===== src/hw/pic_cfg.svh =====
/*
 holds the address codes, command and init word bit positions, mask and
 synchroniser reset values and call opcode of the host port as macros.
 assumes it is included by bare name from the design files.
*/
`ifndef PIC_CFG_SVH
`define PIC_CFG_SVH

// ====================================================================
// address line meaning
`define ADDR_CMD      1'b0
`define ADDR_DATA     1'b1

// ====================================================================
// command decode at address 0
`define W1_FLAG_BIT   4
`define MC_SEL_BIT    3

// ====================================================================
// init_word_one fields
`define W1_NEED_W4    0
`define W1_SINGLE     1
`define W1_GAP4       2
`define W1_LEVEL      3
`define W1_ADDR_HI    7
`define W1_ADDR_LO    5

// ====================================================================
// init_word_four, mode_control_word, priority_end_control_word
`define W4_VECTOR     0
`define MC_RDSEL      0
`define MC_RDEN       1
`define MC_POLL       2
`define PE_END        5
`define PE_SPEC       6

// ====================================================================
// reset values and fixed codes
`define MASK_RST      8'h00
`define CALL_OPCODE   8'hcd
`define SYNC_RST      25'h1fe_3007

`endif


===== src/hw/pic_pkg.sv =====
/*
 types shared by the interrupt controller host port.
 assumes nothing beyond a systemverilog compiler.
*/
package pic_pkg;

    // ================================================================
    // initialization sequence
    typedef enum logic [4:0] {
        INIT_NONE = 5'b00001,
        INIT_W2   = 5'b00010,
        INIT_W3   = 5'b00100,
        INIT_W4   = 5'b01000,
        INIT_DONE = 5'b10000
    } init_state_e;

    // ================================================================
    // acknowledge pulse tracking
    typedef enum logic [3:0] {
        ACK_IDLE = 4'b0001,
        ACK_P1   = 4'b0010,
        ACK_P2   = 4'b0100,
        ACK_P3   = 4'b1000
    } ack_state_e;

    typedef logic [7:0] byte_t;

endpackage


===== src/hw/pic_host_port.sv =====
/*
 eight-input programmable interrupt controller: cpu bus port, mask,
 request and in-service registers, request output, acknowledge
 sequence and cascade select lines.
 assumes all pins are asynchronous to ref_clk and that strobes stay
 low for several clock periods.
*/
// Notes on behaviour
// data port driven only when selected or acknowledging
// strobes count only with chip select low
// acknowledge works regardless of chip select
// mask bit one blocks that request input
// request register mirrors inputs in level mode, holds rising edges until accepted
// in-service bit marks level being serviced
// init and command words stored, never readable
// address 0 read: request/in-service, or poll
// address 1 read always returns mask
// address 0 write: bit4 init, bit3 selects
// address 1 writes: init words, then mask
// cpu never drives both strobes together
// inputs edge or level triggered per init
// after init, unmasked request not blocked by in-service raises request output
// request output low while write strobe low
// master drives slave number, slave compares
// acknowledge returns call bytes or vector
// highest priority from mask and in-service
// cpu gives three or two acknowledge pulses
// vector mode returns one vector byte
`timescale 1ns/1ps
`include "pic_cfg.svh"
module pic_host_port (
    input  wire logic       ref_clk,
    input  wire logic       resetn,
    input  wire logic       cs_n,
    input  wire logic       rd_n,
    input  wire logic       wr_n,
    input  wire logic       a0,
    input  wire logic [7:0] data_in,
    output logic      [7:0] data_out,
    output logic            data_oe,
    input  wire logic       acknowledge_strobe_n,
    input  wire logic [7:0] peripheral_request_lines,
    output logic            int_out,
    input  wire logic       slave_n,
    input  wire logic [2:0] cascade_select_in,
    output logic      [2:0] cascade_select_out,
    output logic            cascade_select_oe
);

    // ================================================================
    // pin synchronisers
    logic [24:0] syn;
    pic_sync #(.W(25), .RST(`SYNC_RST)) u_sync (
        .ref_clk (ref_clk),
        .resetn  (resetn),
        .d       ({peripheral_request_lines, cascade_select_in,
                   slave_n, acknowledge_strobe_n, data_in, a0,
                   wr_n, rd_n, cs_n}),
        .q       (syn)
    );

    logic       s_cs_n, s_rd_n, s_wr_n, s_a0, s_ack_n, s_slave_n;
    logic [7:0] s_data, s_req;
    logic [2:0] s_cas;
    assign {s_req, s_cas, s_slave_n, s_ack_n, s_data, s_a0,
            s_wr_n, s_rd_n, s_cs_n} = syn;

    // ================================================================
    // strobe decode
    logic rd_act, wr_act, rd_prev_reg, wr_prev_reg, ack_prev_reg;
    logic rd_start, rd_end, wr_end, ack_low, ack_fall, ack_rise;
    // both strobes low decodes as nothing
    assign rd_act   = !s_cs_n && !s_rd_n && s_wr_n;
    assign wr_act   = !s_cs_n && !s_wr_n && s_rd_n;
    assign rd_start = rd_act && !rd_prev_reg;
    assign rd_end   = rd_prev_reg && !rd_act;
    assign wr_end   = wr_prev_reg && !wr_act;
    assign ack_low  = !s_ack_n;
    assign ack_fall = ack_low && !ack_prev_reg;
    assign ack_rise = !ack_low && ack_prev_reg;

    pic_pkg::byte_t wdata_reg;
    logic           wa0_reg, ra0_reg;

    always_ff @(posedge ref_clk or negedge resetn) begin
        if (!resetn) begin
            rd_prev_reg  <= 1'b0;
            wr_prev_reg  <= 1'b0;
            ack_prev_reg <= 1'b0;
            wdata_reg    <= 8'h00;
            wa0_reg      <= 1'b0;
            ra0_reg      <= 1'b0;
        end else begin
            rd_prev_reg  <= rd_act;
            wr_prev_reg  <= wr_act;
            ack_prev_reg <= ack_low;
            // data is taken while the strobe is low, used at its end
            if (wr_act) begin
                wdata_reg <= s_data;
                wa0_reg   <= s_a0;
            end
            if (rd_start) begin
                ra0_reg <= s_a0;
            end
        end
    end

    logic cmd_wr, w1_hit, pe_hit, mc_hit, dat_hit;
    assign cmd_wr  = wr_end && (wa0_reg == `ADDR_CMD);
    assign w1_hit  = cmd_wr && wdata_reg[`W1_FLAG_BIT];
    assign pe_hit  = cmd_wr && !wdata_reg[`W1_FLAG_BIT]
                     && !wdata_reg[`MC_SEL_BIT];
    assign mc_hit  = cmd_wr && !wdata_reg[`W1_FLAG_BIT]
                     && wdata_reg[`MC_SEL_BIT];
    assign dat_hit = wr_end && (wa0_reg == `ADDR_DATA);

    // ================================================================
    // initialization sequence and stored words
    pic_pkg::init_state_e init_state_reg;
    pic_pkg::byte_t       w1_reg, w2_reg, w3_reg, w4_reg;
    logic single, need4, level_mode, vector_mode, slave_mode, master;
    assign single      = w1_reg[`W1_SINGLE];
    assign need4       = w1_reg[`W1_NEED_W4];
    assign level_mode  = w1_reg[`W1_LEVEL];
    assign vector_mode = w4_reg[`W4_VECTOR];
    assign slave_mode  = !single && !s_slave_n;
    assign master      = !single && s_slave_n;

    always_ff @(posedge ref_clk or negedge resetn) begin
        if (!resetn) begin
            init_state_reg <= pic_pkg::INIT_NONE;
        end else if (w1_hit) begin
            init_state_reg <= pic_pkg::INIT_W2;
        end else if (dat_hit) begin
            case (init_state_reg)
                pic_pkg::INIT_W2: begin
                    if (!single)
                        init_state_reg <= pic_pkg::INIT_W3;
                    else if (need4)
                        init_state_reg <= pic_pkg::INIT_W4;
                    else
                        init_state_reg <= pic_pkg::INIT_DONE;
                end
                pic_pkg::INIT_W3: begin
                    init_state_reg <= need4 ? pic_pkg::INIT_W4
                                            : pic_pkg::INIT_DONE;
                end
                pic_pkg::INIT_W4: init_state_reg <= pic_pkg::INIT_DONE;
                default: init_state_reg <= init_state_reg;
            endcase
        end
    end

    // write-only; no read path reaches these
    always_ff @(posedge ref_clk or negedge resetn) begin
        if (!resetn) begin
            w1_reg <= 8'h00;
            w2_reg <= 8'h00;
            w3_reg <= 8'h00;
            w4_reg <= 8'h00;
        end else if (w1_hit) begin
            w1_reg <= wdata_reg;
            w4_reg <= 8'h00;
        end else if (dat_hit) begin
            if (init_state_reg == pic_pkg::INIT_W2)
                w2_reg <= wdata_reg;
            if (init_state_reg == pic_pkg::INIT_W3)
                w3_reg <= wdata_reg;
            if (init_state_reg == pic_pkg::INIT_W4)
                w4_reg <= wdata_reg;
        end
    end

    // ================================================================
    // mode control and mask
    logic           rdsel_reg, poll_reg;
    pic_pkg::byte_t mask_reg;

    always_ff @(posedge ref_clk or negedge resetn) begin
        if (!resetn) begin
            rdsel_reg <= 1'b0;
            poll_reg  <= 1'b0;
        end else if (w1_hit) begin
            rdsel_reg <= 1'b0;
            poll_reg  <= 1'b0;
        end else if (mc_hit) begin
            if (wdata_reg[`MC_RDEN])
                rdsel_reg <= wdata_reg[`MC_RDSEL];
            poll_reg <= wdata_reg[`MC_POLL];
        end else if (rd_end && ra0_reg == `ADDR_CMD) begin
            poll_reg <= 1'b0;
        end
    end

    always_ff @(posedge ref_clk or negedge resetn) begin
        if (!resetn)
            mask_reg <= `MASK_RST;
        else if (w1_hit)
            mask_reg <= `MASK_RST;
        else if (dat_hit && init_state_reg == pic_pkg::INIT_DONE)
            mask_reg <= wdata_reg;
    end

    // ================================================================
    // request, priority and in-service
    pic_pkg::byte_t req_reg, isr_reg, req_prev_reg, acc_bit, clr_bit;
    logic           g_valid, b_any, accept, ack_take, poll_take;
    logic [2:0]     g_lvl, b_top, acc_lvl, ack_lvl_reg;
    logic [2:0]     poll_lvl_reg;
    logic           poll_v_reg;
    pic_pkg::ack_state_e ack_state_reg;

    pic_priority #(.N(8), .LW(3)) u_prio (
        .pend     (req_reg & ~mask_reg),
        .busy     (isr_reg),
        .valid    (g_valid),
        .level    (g_lvl),
        .busy_any (b_any),
        .busy_top (b_top)
    );

    assign ack_take  = ack_fall && ack_state_reg == pic_pkg::ACK_IDLE
                       && g_valid;
    assign poll_take = rd_end && ra0_reg == `ADDR_CMD && poll_reg
                       && poll_v_reg;
    assign accept    = ack_take || poll_take;
    assign acc_lvl   = ack_take ? g_lvl : poll_lvl_reg;
    assign acc_bit   = accept ? (8'h01 << acc_lvl) : 8'h00;

    always_comb begin
        clr_bit = 8'h00;
        if (pe_hit && wdata_reg[`PE_END]) begin
            if (wdata_reg[`PE_SPEC])
                clr_bit = 8'h01 << wdata_reg[2:0];
            else if (b_any)
                clr_bit = 8'h01 << b_top;
        end
    end

    always_ff @(posedge ref_clk or negedge resetn) begin
        if (!resetn) begin
            req_prev_reg <= 8'hff;
            req_reg      <= 8'h00;
        end else begin
            req_prev_reg <= s_req;
            if (level_mode)
                req_reg <= s_req;
            else    // set wins over the acceptance clear
                req_reg <= (req_reg & ~acc_bit)
                           | (s_req & ~req_prev_reg);
        end
    end

    always_ff @(posedge ref_clk or negedge resetn) begin
        if (!resetn)
            isr_reg <= 8'h00;
        else if (w1_hit)
            isr_reg <= 8'h00;
        else
            isr_reg <= (isr_reg & ~clr_bit) | acc_bit;
    end

    // ================================================================
    // acknowledge sequence
    always_ff @(posedge ref_clk or negedge resetn) begin
        if (!resetn) begin
            ack_state_reg <= pic_pkg::ACK_IDLE;
            ack_lvl_reg   <= 3'h0;
        end else begin
            case (ack_state_reg)
                pic_pkg::ACK_IDLE: begin
                    if (ack_take) begin
                        ack_state_reg <= pic_pkg::ACK_P1;
                        ack_lvl_reg   <= g_lvl;
                    end
                end
                pic_pkg::ACK_P1: begin
                    if (ack_fall)
                        ack_state_reg <= pic_pkg::ACK_P2;
                end
                pic_pkg::ACK_P2: begin
                    if (ack_fall && !vector_mode)
                        ack_state_reg <= pic_pkg::ACK_P3;
                    else if (ack_rise && vector_mode)
                        ack_state_reg <= pic_pkg::ACK_IDLE;
                end
                pic_pkg::ACK_P3: begin
                    if (ack_rise)
                        ack_state_reg <= pic_pkg::ACK_IDLE;
                end
                default: ack_state_reg <= pic_pkg::ACK_IDLE;
            endcase
        end
    end

    logic           mine, ack_drive;
    pic_pkg::byte_t ack_byte, low_addr;
    // slaves answer only when the master names them
    assign mine = slave_mode ? (s_cas == w3_reg[2:0])
                             : !(master && w3_reg[ack_lvl_reg]);
    assign low_addr = w1_reg[`W1_GAP4]
        ? {w1_reg[`W1_ADDR_HI:`W1_ADDR_LO], ack_lvl_reg, 2'b00}
        : {w1_reg[`W1_ADDR_HI:6], ack_lvl_reg, 3'b000};

    always_comb begin
        ack_byte  = 8'h00;
        ack_drive = 1'b0;
        case (ack_state_reg)
            pic_pkg::ACK_P1: begin
                ack_byte  = `CALL_OPCODE;
                ack_drive = !vector_mode && !slave_mode;
            end
            pic_pkg::ACK_P2: begin
                ack_byte  = vector_mode ? {w2_reg[7:3], ack_lvl_reg}
                                        : low_addr;
                ack_drive = mine;
            end
            pic_pkg::ACK_P3: begin
                ack_byte  = w2_reg;
                ack_drive = mine;
            end
            default: ack_drive = 1'b0;
        endcase
        ack_drive = ack_drive && ack_low;
    end

    // ================================================================
    // outputs
    pic_pkg::byte_t rd_byte, poll_byte;
    // latched poll result is not ready in the read's first cycle
    assign poll_byte = rd_start ? {g_valid, 4'h0, g_lvl}
                                : {poll_v_reg, 4'h0, poll_lvl_reg};
    // live address, so the first driven byte is already right
    assign rd_byte = (s_a0 == `ADDR_DATA) ? mask_reg
                   : poll_reg  ? poll_byte
                   : rdsel_reg ? isr_reg : req_reg;

    always_ff @(posedge ref_clk or negedge resetn) begin
        if (!resetn) begin
            poll_v_reg         <= 1'b0;
            poll_lvl_reg       <= 3'h0;
            data_out           <= 8'h00;
            data_oe            <= 1'b0;
            int_out            <= 1'b0;
            cascade_select_out <= 3'h0;
            cascade_select_oe  <= 1'b1;
        end else begin
            if (rd_start) begin
                poll_v_reg   <= g_valid;
                poll_lvl_reg <= g_lvl;
            end
            data_out <= rd_act ? rd_byte : ack_byte;
            data_oe  <= rd_act || ack_drive;
            int_out  <= init_state_reg == pic_pkg::INIT_DONE
                        && g_valid && !wr_act;
            cascade_select_out <= (master && ack_state_reg
                != pic_pkg::ACK_IDLE) ? ack_lvl_reg : 3'h0;
            cascade_select_oe  <= !slave_mode;
        end
    end
endmodule // pic_host_port


===== src/hw/pic_sync.sv =====
/*
 two-flop synchroniser for a group of asynchronous pins.
 assumes each bit is independent; multi-bit words must be stable
 while sampled.
*/
`timescale 1ns/1ps
module pic_sync #(
    parameter int           W   = 25,
    parameter logic [W-1:0] RST = '1
) (
    input  wire logic         ref_clk,
    input  wire logic         resetn,
    input  wire logic [W-1:0] d,
    output logic      [W-1:0] q
);

    logic [W-1:0] meta_reg;

    // ================================================================
    // first stage feeds only the second
    always_ff @(posedge ref_clk or negedge resetn) begin
        if (!resetn) begin
            meta_reg <= RST;
            q        <= RST;
        end else begin
            meta_reg <= d;
            q        <= meta_reg;
        end
    end

endmodule // pic_sync


===== src/hw/pic_priority.sv =====
/*
 fixed priority resolver: level 0 highest. also reports the highest
 priority busy level for non-specific end commands.
 assumes pend is already masked.
*/
`timescale 1ns/1ps
module pic_priority #(
    parameter int N  = 8,
    parameter int LW = 3
) (
    input  wire logic [N-1:0]  pend,
    input  wire logic [N-1:0]  busy,
    output logic               valid,
    output logic [LW-1:0]      level,
    output logic               busy_any,
    output logic [LW-1:0]      busy_top
);

    // ================================================================
    // scan downward so the lowest index decides last
    always_comb begin
        valid    = 1'b0;
        level    = '0;
        busy_any = 1'b0;
        busy_top = '0;
        for (int i = N - 1; i >= 0; i--) begin
            if (pend[i]) begin
                valid = 1'b1;
                level = LW'(i);
            end
            if (busy[i]) begin
                // equal or lower priority waits for service end
                valid    = 1'b0;
                busy_any = 1'b1;
                busy_top = LW'(i);
            end
        end
    end

endmodule // pic_priority


===== config.mk =====
export PLATFORM = sky130hd
export DESIGN_NAME = pic_host_port
export DESIGN_NICKNAME = d
export VERILOG_FILES = /design/src/hw/pic_pkg.sv /design/src/hw/pic_host_port.sv /design/src/hw/pic_sync.sv /design/src/hw/pic_priority.sv
export VERILOG_INCLUDE_DIRS = /design/src /design/src/hw
export SDC_FILE = /design/constraint.sdc
export NUM_CORES = 1
export LEC_CHECK = 0
export ABC_AREA = 1
export BUFFER_PORTS_ARGS = -buffer_cell sky130_fd_sc_hd__buf_2
export CAP_MARGIN = 20
export CORE_AREA = 2 2 137 139
export DETAILED_ROUTE_END_ITERATION = 16
export DIE_AREA = 0 0 139 141
export SYNTH_ARGS = -nofsm -noshare
export SYNTH_HDL_FRONTEND = slang
export SYNTH_SLANG_ARGS = --single-unit
export TNS_END_PERCENT = 100

===== constraint.sdc =====
create_clock -name ref_clk -period 2.54 [get_ports ref_clk]
set_input_delay 0.127 -clock ref_clk [delete_from_list [all_inputs] [get_ports ref_clk]]
set_output_delay 0.127 -clock ref_clk [all_outputs]
set_load 0.05 [all_outputs]

==> results_dict.tcl <==
set metrics [dict create \
    result_of_the_run "complete, no violations" \
    critical-path-top-delay-family "simple AND/OR/NAND/NOR gates" \
    die_boundary_height_um 141 \
    net_count_of_the_mapped_netlist 695 \
    post-route-period-util_pct 76.2 \
    hp-class "input port to asynchronous set/reset pin" \
    groute.usage.overall_pct 15.5 \
    synth_top_area_share_pct 45.9 \
    routedWlPerCell_um 14.3 \
    cts_max_path_buffers 2 \
    share_of_flip_flops_with_an_asynchronous_set_or_reset_pct 100 \
    sw_pwr_uw 2500 \
    finClkSkew_ps 9.32 \
    final-max-slew-violation-count 0 \
    finalWirelength_um 14300 \
    drcViolationCount 0 \
    num-fill-cells 1813 \
    clockRootBuffer "sky130_fd_sc_hd__clkbuf_16" \
    cpPeakStageDelay_ps 510 \
    nNetsFinal 776 \
    hpwl_um 10200 \
    num_antenna_cells 0 \
    crit_fanout 12 \
    preCtsSetupSlack_ps 634 \
    post_drt_via_cell_ratio 4.71 \
    cp-startpoint "u_sync.q[1]$_DFF_PN1_" \
    tightestPinTransition_ps 547 \
    yosys-top-cells-count "161 x sky130_fd_sc_hd__nand2_1, 114 x sky130_fd_sc_hd__dfrtp_1, 73 x sky130_fd_sc_hd__inv_1" \
    tritoncts.num_buffers 17 \
    design.die.area_um2 19600 \
    synth-seq-area-share_pct 61.5 \
    synth.ff_latch_count 151 \
    clock_tree.htree_level_count 4 \
    topRoutingLayerUsed "met4" \
    ys_types 35 \
    first_global_vias 4555 \
    setup_repair_after_global_routing_missed_its_margin "false" \
    synth_cells 668 \
    initial_utilization_pct 34.0 \
    hold_bufs_at_cts 26 \
    worst-endpoint-required_ps 2850 \
    clock_power_share_pct 31.8 \
    drt_first_iter_violations 353 \
    design.portCount 41 \
    cts_tree "yes" \
    power.share.sequential_pct 44.7 \
    worstReg2RegStart "u_sync.q[1]$_DFF_PN1_" \
    die_w_um 139 \
    power_density_nw_per_um2 952 \
    final.hold.worst_slack_ps 241 \
    crit_slowest_cell "sky130_fd_sc_hd__dfstp_2" \
    first_pass_iters 6 \
    synth_area_per_cell_um2 9.31 \
    worst_slew_margin_rel_pct 63.5 \
    ant_nets 0 \
    met3WireLength_um 616 \
    synth.largest_area_cell "sky130_fd_sc_hd__dfrtp_1" \
    wl_met1_um 7020 \
    timing.critical_path.cells "inv_1 > nand2_1 > nor2_2 > inv_2 > nand3b_1 > inv_1 > nand3_1 > nand2_2 > inv_2 > nor2_2 > nand2_1 > nand3_1 > nand2_1" \
    area_of_the_core_um2 18300 \
    worst_setup_path_end_kind "flip-flop" \
    final_layout_size_suffix_gt1_share_pct 20.3 \
    routed-via-count 4690 \
    cell_area_after_technology_mapping_um2 6220 \
    synth.top_cells.by_area "sky130_fd_sc_hd__dfrtp_1 46%, sky130_fd_sc_hd__dfstp_2 16%, sky130_fd_sc_hd__nand2_1 9.7%, sky130_fd_sc_hd__o21ai_0 5.1%, sky130_fd_sc_hd__inv_1 4.4%" \
    cts.sinks 151 \
    irDropWorstVdd_v 0.000501 \
    final.setup.worst_slack_ps 604 \
    cp-start-kind "flip-flop" \
    clkLatencyLatePin_ps 430 \
    power.leakage_uw 0.00356 \
    max_freq_mhz 517 \
    setup-tns-final_ps 0 \
    cp.arrival_ps 2250 \
    cts_setup_buffers 0 \
    worstSetupPathType "flip-flop to flip-flop" \
    grt_antenna_before_repair 0 \
    internal_power_uw 4670 \
    fin_crit_ps 1940 \
    finalCoreUtilization_pct 41.3 \
    met2WireLength_um 6320 \
    cts-resized-gates 0 \
    maxCapViolations 0 \
    placementRows 50 \
    power.combinational.fraction_pct 23.5 \
    clk_pin_slew_ps 70 \
    yosysMostFrequentCell "sky130_fd_sc_hd__nand2_1" \
    io_buffer_count 40 \
    report.final.setup_viol 0 \
    swShare_pct 34.9 \
    gp_routability_congestion 0.918 \
    wire_length_of_the_first_global_routing_pass_um 23500 \
    layout_overhead_on_the_synthesized_area_pct 21.2 \
    ys.warnings.count 0 \
    maximum_number_of_pins_on_one_net_before_global_route_repair 58 \
    edff_count_synth 0 \
    crit_path_frequent_cell "sky130_fd_sc_hd__nand2_1" \
    buffers_plus_inverters_on_the_worst_setup_path 4 \
    finalHoldViolations 0 \
    synthFlopType "sky130_fd_sc_hd__dfrtp_1" \
    grt.overflow.total 0 \
]
## cell families (layout without fill, tap and decap cells)
logic type / Yosys count / count (layout) / share of synthesized area (%)
compound gates: 136 / 136 / 12.2
xor+xnor: 3 / 3 / 0.423
buf+inv: 94 / 188 / 5.71
flops: 151 / 151 / 61.5
simple gates: 284 / 284 / 20.1
## placed cells by master (no fill, tap or decap), drive strengths merged, types with 10 or more instances in the layout
master / instances
buf: 49
o21ai: 67
dfrtp: 114
nand2: 175
o22ai: 11
nor2: 65
clkbuf: 21
inv: 83
dlygate4sd3: 26
dfstp: 37
a21oi: 36
nor3: 10
nand3: 27
## worst paths after layout
path / end / slack (ps) / cells after the start
max: req_reg[0]$_DFF_PN0_ / 600 / 13
min: req_reg[3]$_DFF_PN0_ / 240 / 2
max reg2reg: req_reg[0]$_DFF_PN0_ / 600 / 13
min reg2reg: u_sync.q[7]$_DFF_PN0_ / 350 / 0
max in group asynchronous: u_sync.meta_reg[13]$_DFF_PN1_ / 1540 / 3
min in group ref_clk: u_sync.meta_reg[11]$_DFF_PN0_ / 330 / 2
## layer usage
metal	global-route usage [%]	vias to the layer above
met5	0	-
met4	7.02	0
met3	2.99	22
met2	23.5	108
met1	21.6	2229
li1	-	2331
## worst register-to-register path, delay by kind of cell, from the launching register on
kind | cells | cell delay [ps]
simple gates | 9 | 910
buf+inv | 4 | 400
flops | 1 | 510
## cell type report
cell class / instances / area (um^2) / share of cell area (%)
Timing Repair Buffer: 75 / 547 / 7.26
Multi-Input combinational cell: 423 / 2040 / 27.1
Sequential cell: 151 / 3820 / 50.8
Clock inverter: 11 / 77.6 / 1.03
Inverter: 81 / 304 / 4.03
Clock buffer: 21 / 450 / 5.98
Tap cell: 234 / 293 / 3.89
## metrics by stage
| stage | total power [uW] | std cells | instance area [um^2] |
|---|---|---|---|
| finish | 7170 | 996 | 7540 |
| global route | 7610 | 996 | 7540 |
| CTS | 7230 | 996 | 7540 |
| detailed placement | 4890 | 938 | 6750 |
| global placement | 4870 | 938 | 6750 |
| floorplan | 4350 | 668 | 6220 |
## power groups by stage
stage / Combinational, uW / Sequential (uW) / Clock [uW]
after floorplan: 1130 / 3220 / 0
after global placement: 1640 / 3230 / 0
after detailed placement: 1650 / 3240 / 0
after CTS: 1690 / 3200 / 2330
after global routing: 1910 / 3260 / 2440
final: 1690 / 3200 / 2280
(Power assumes the default switching activity.)
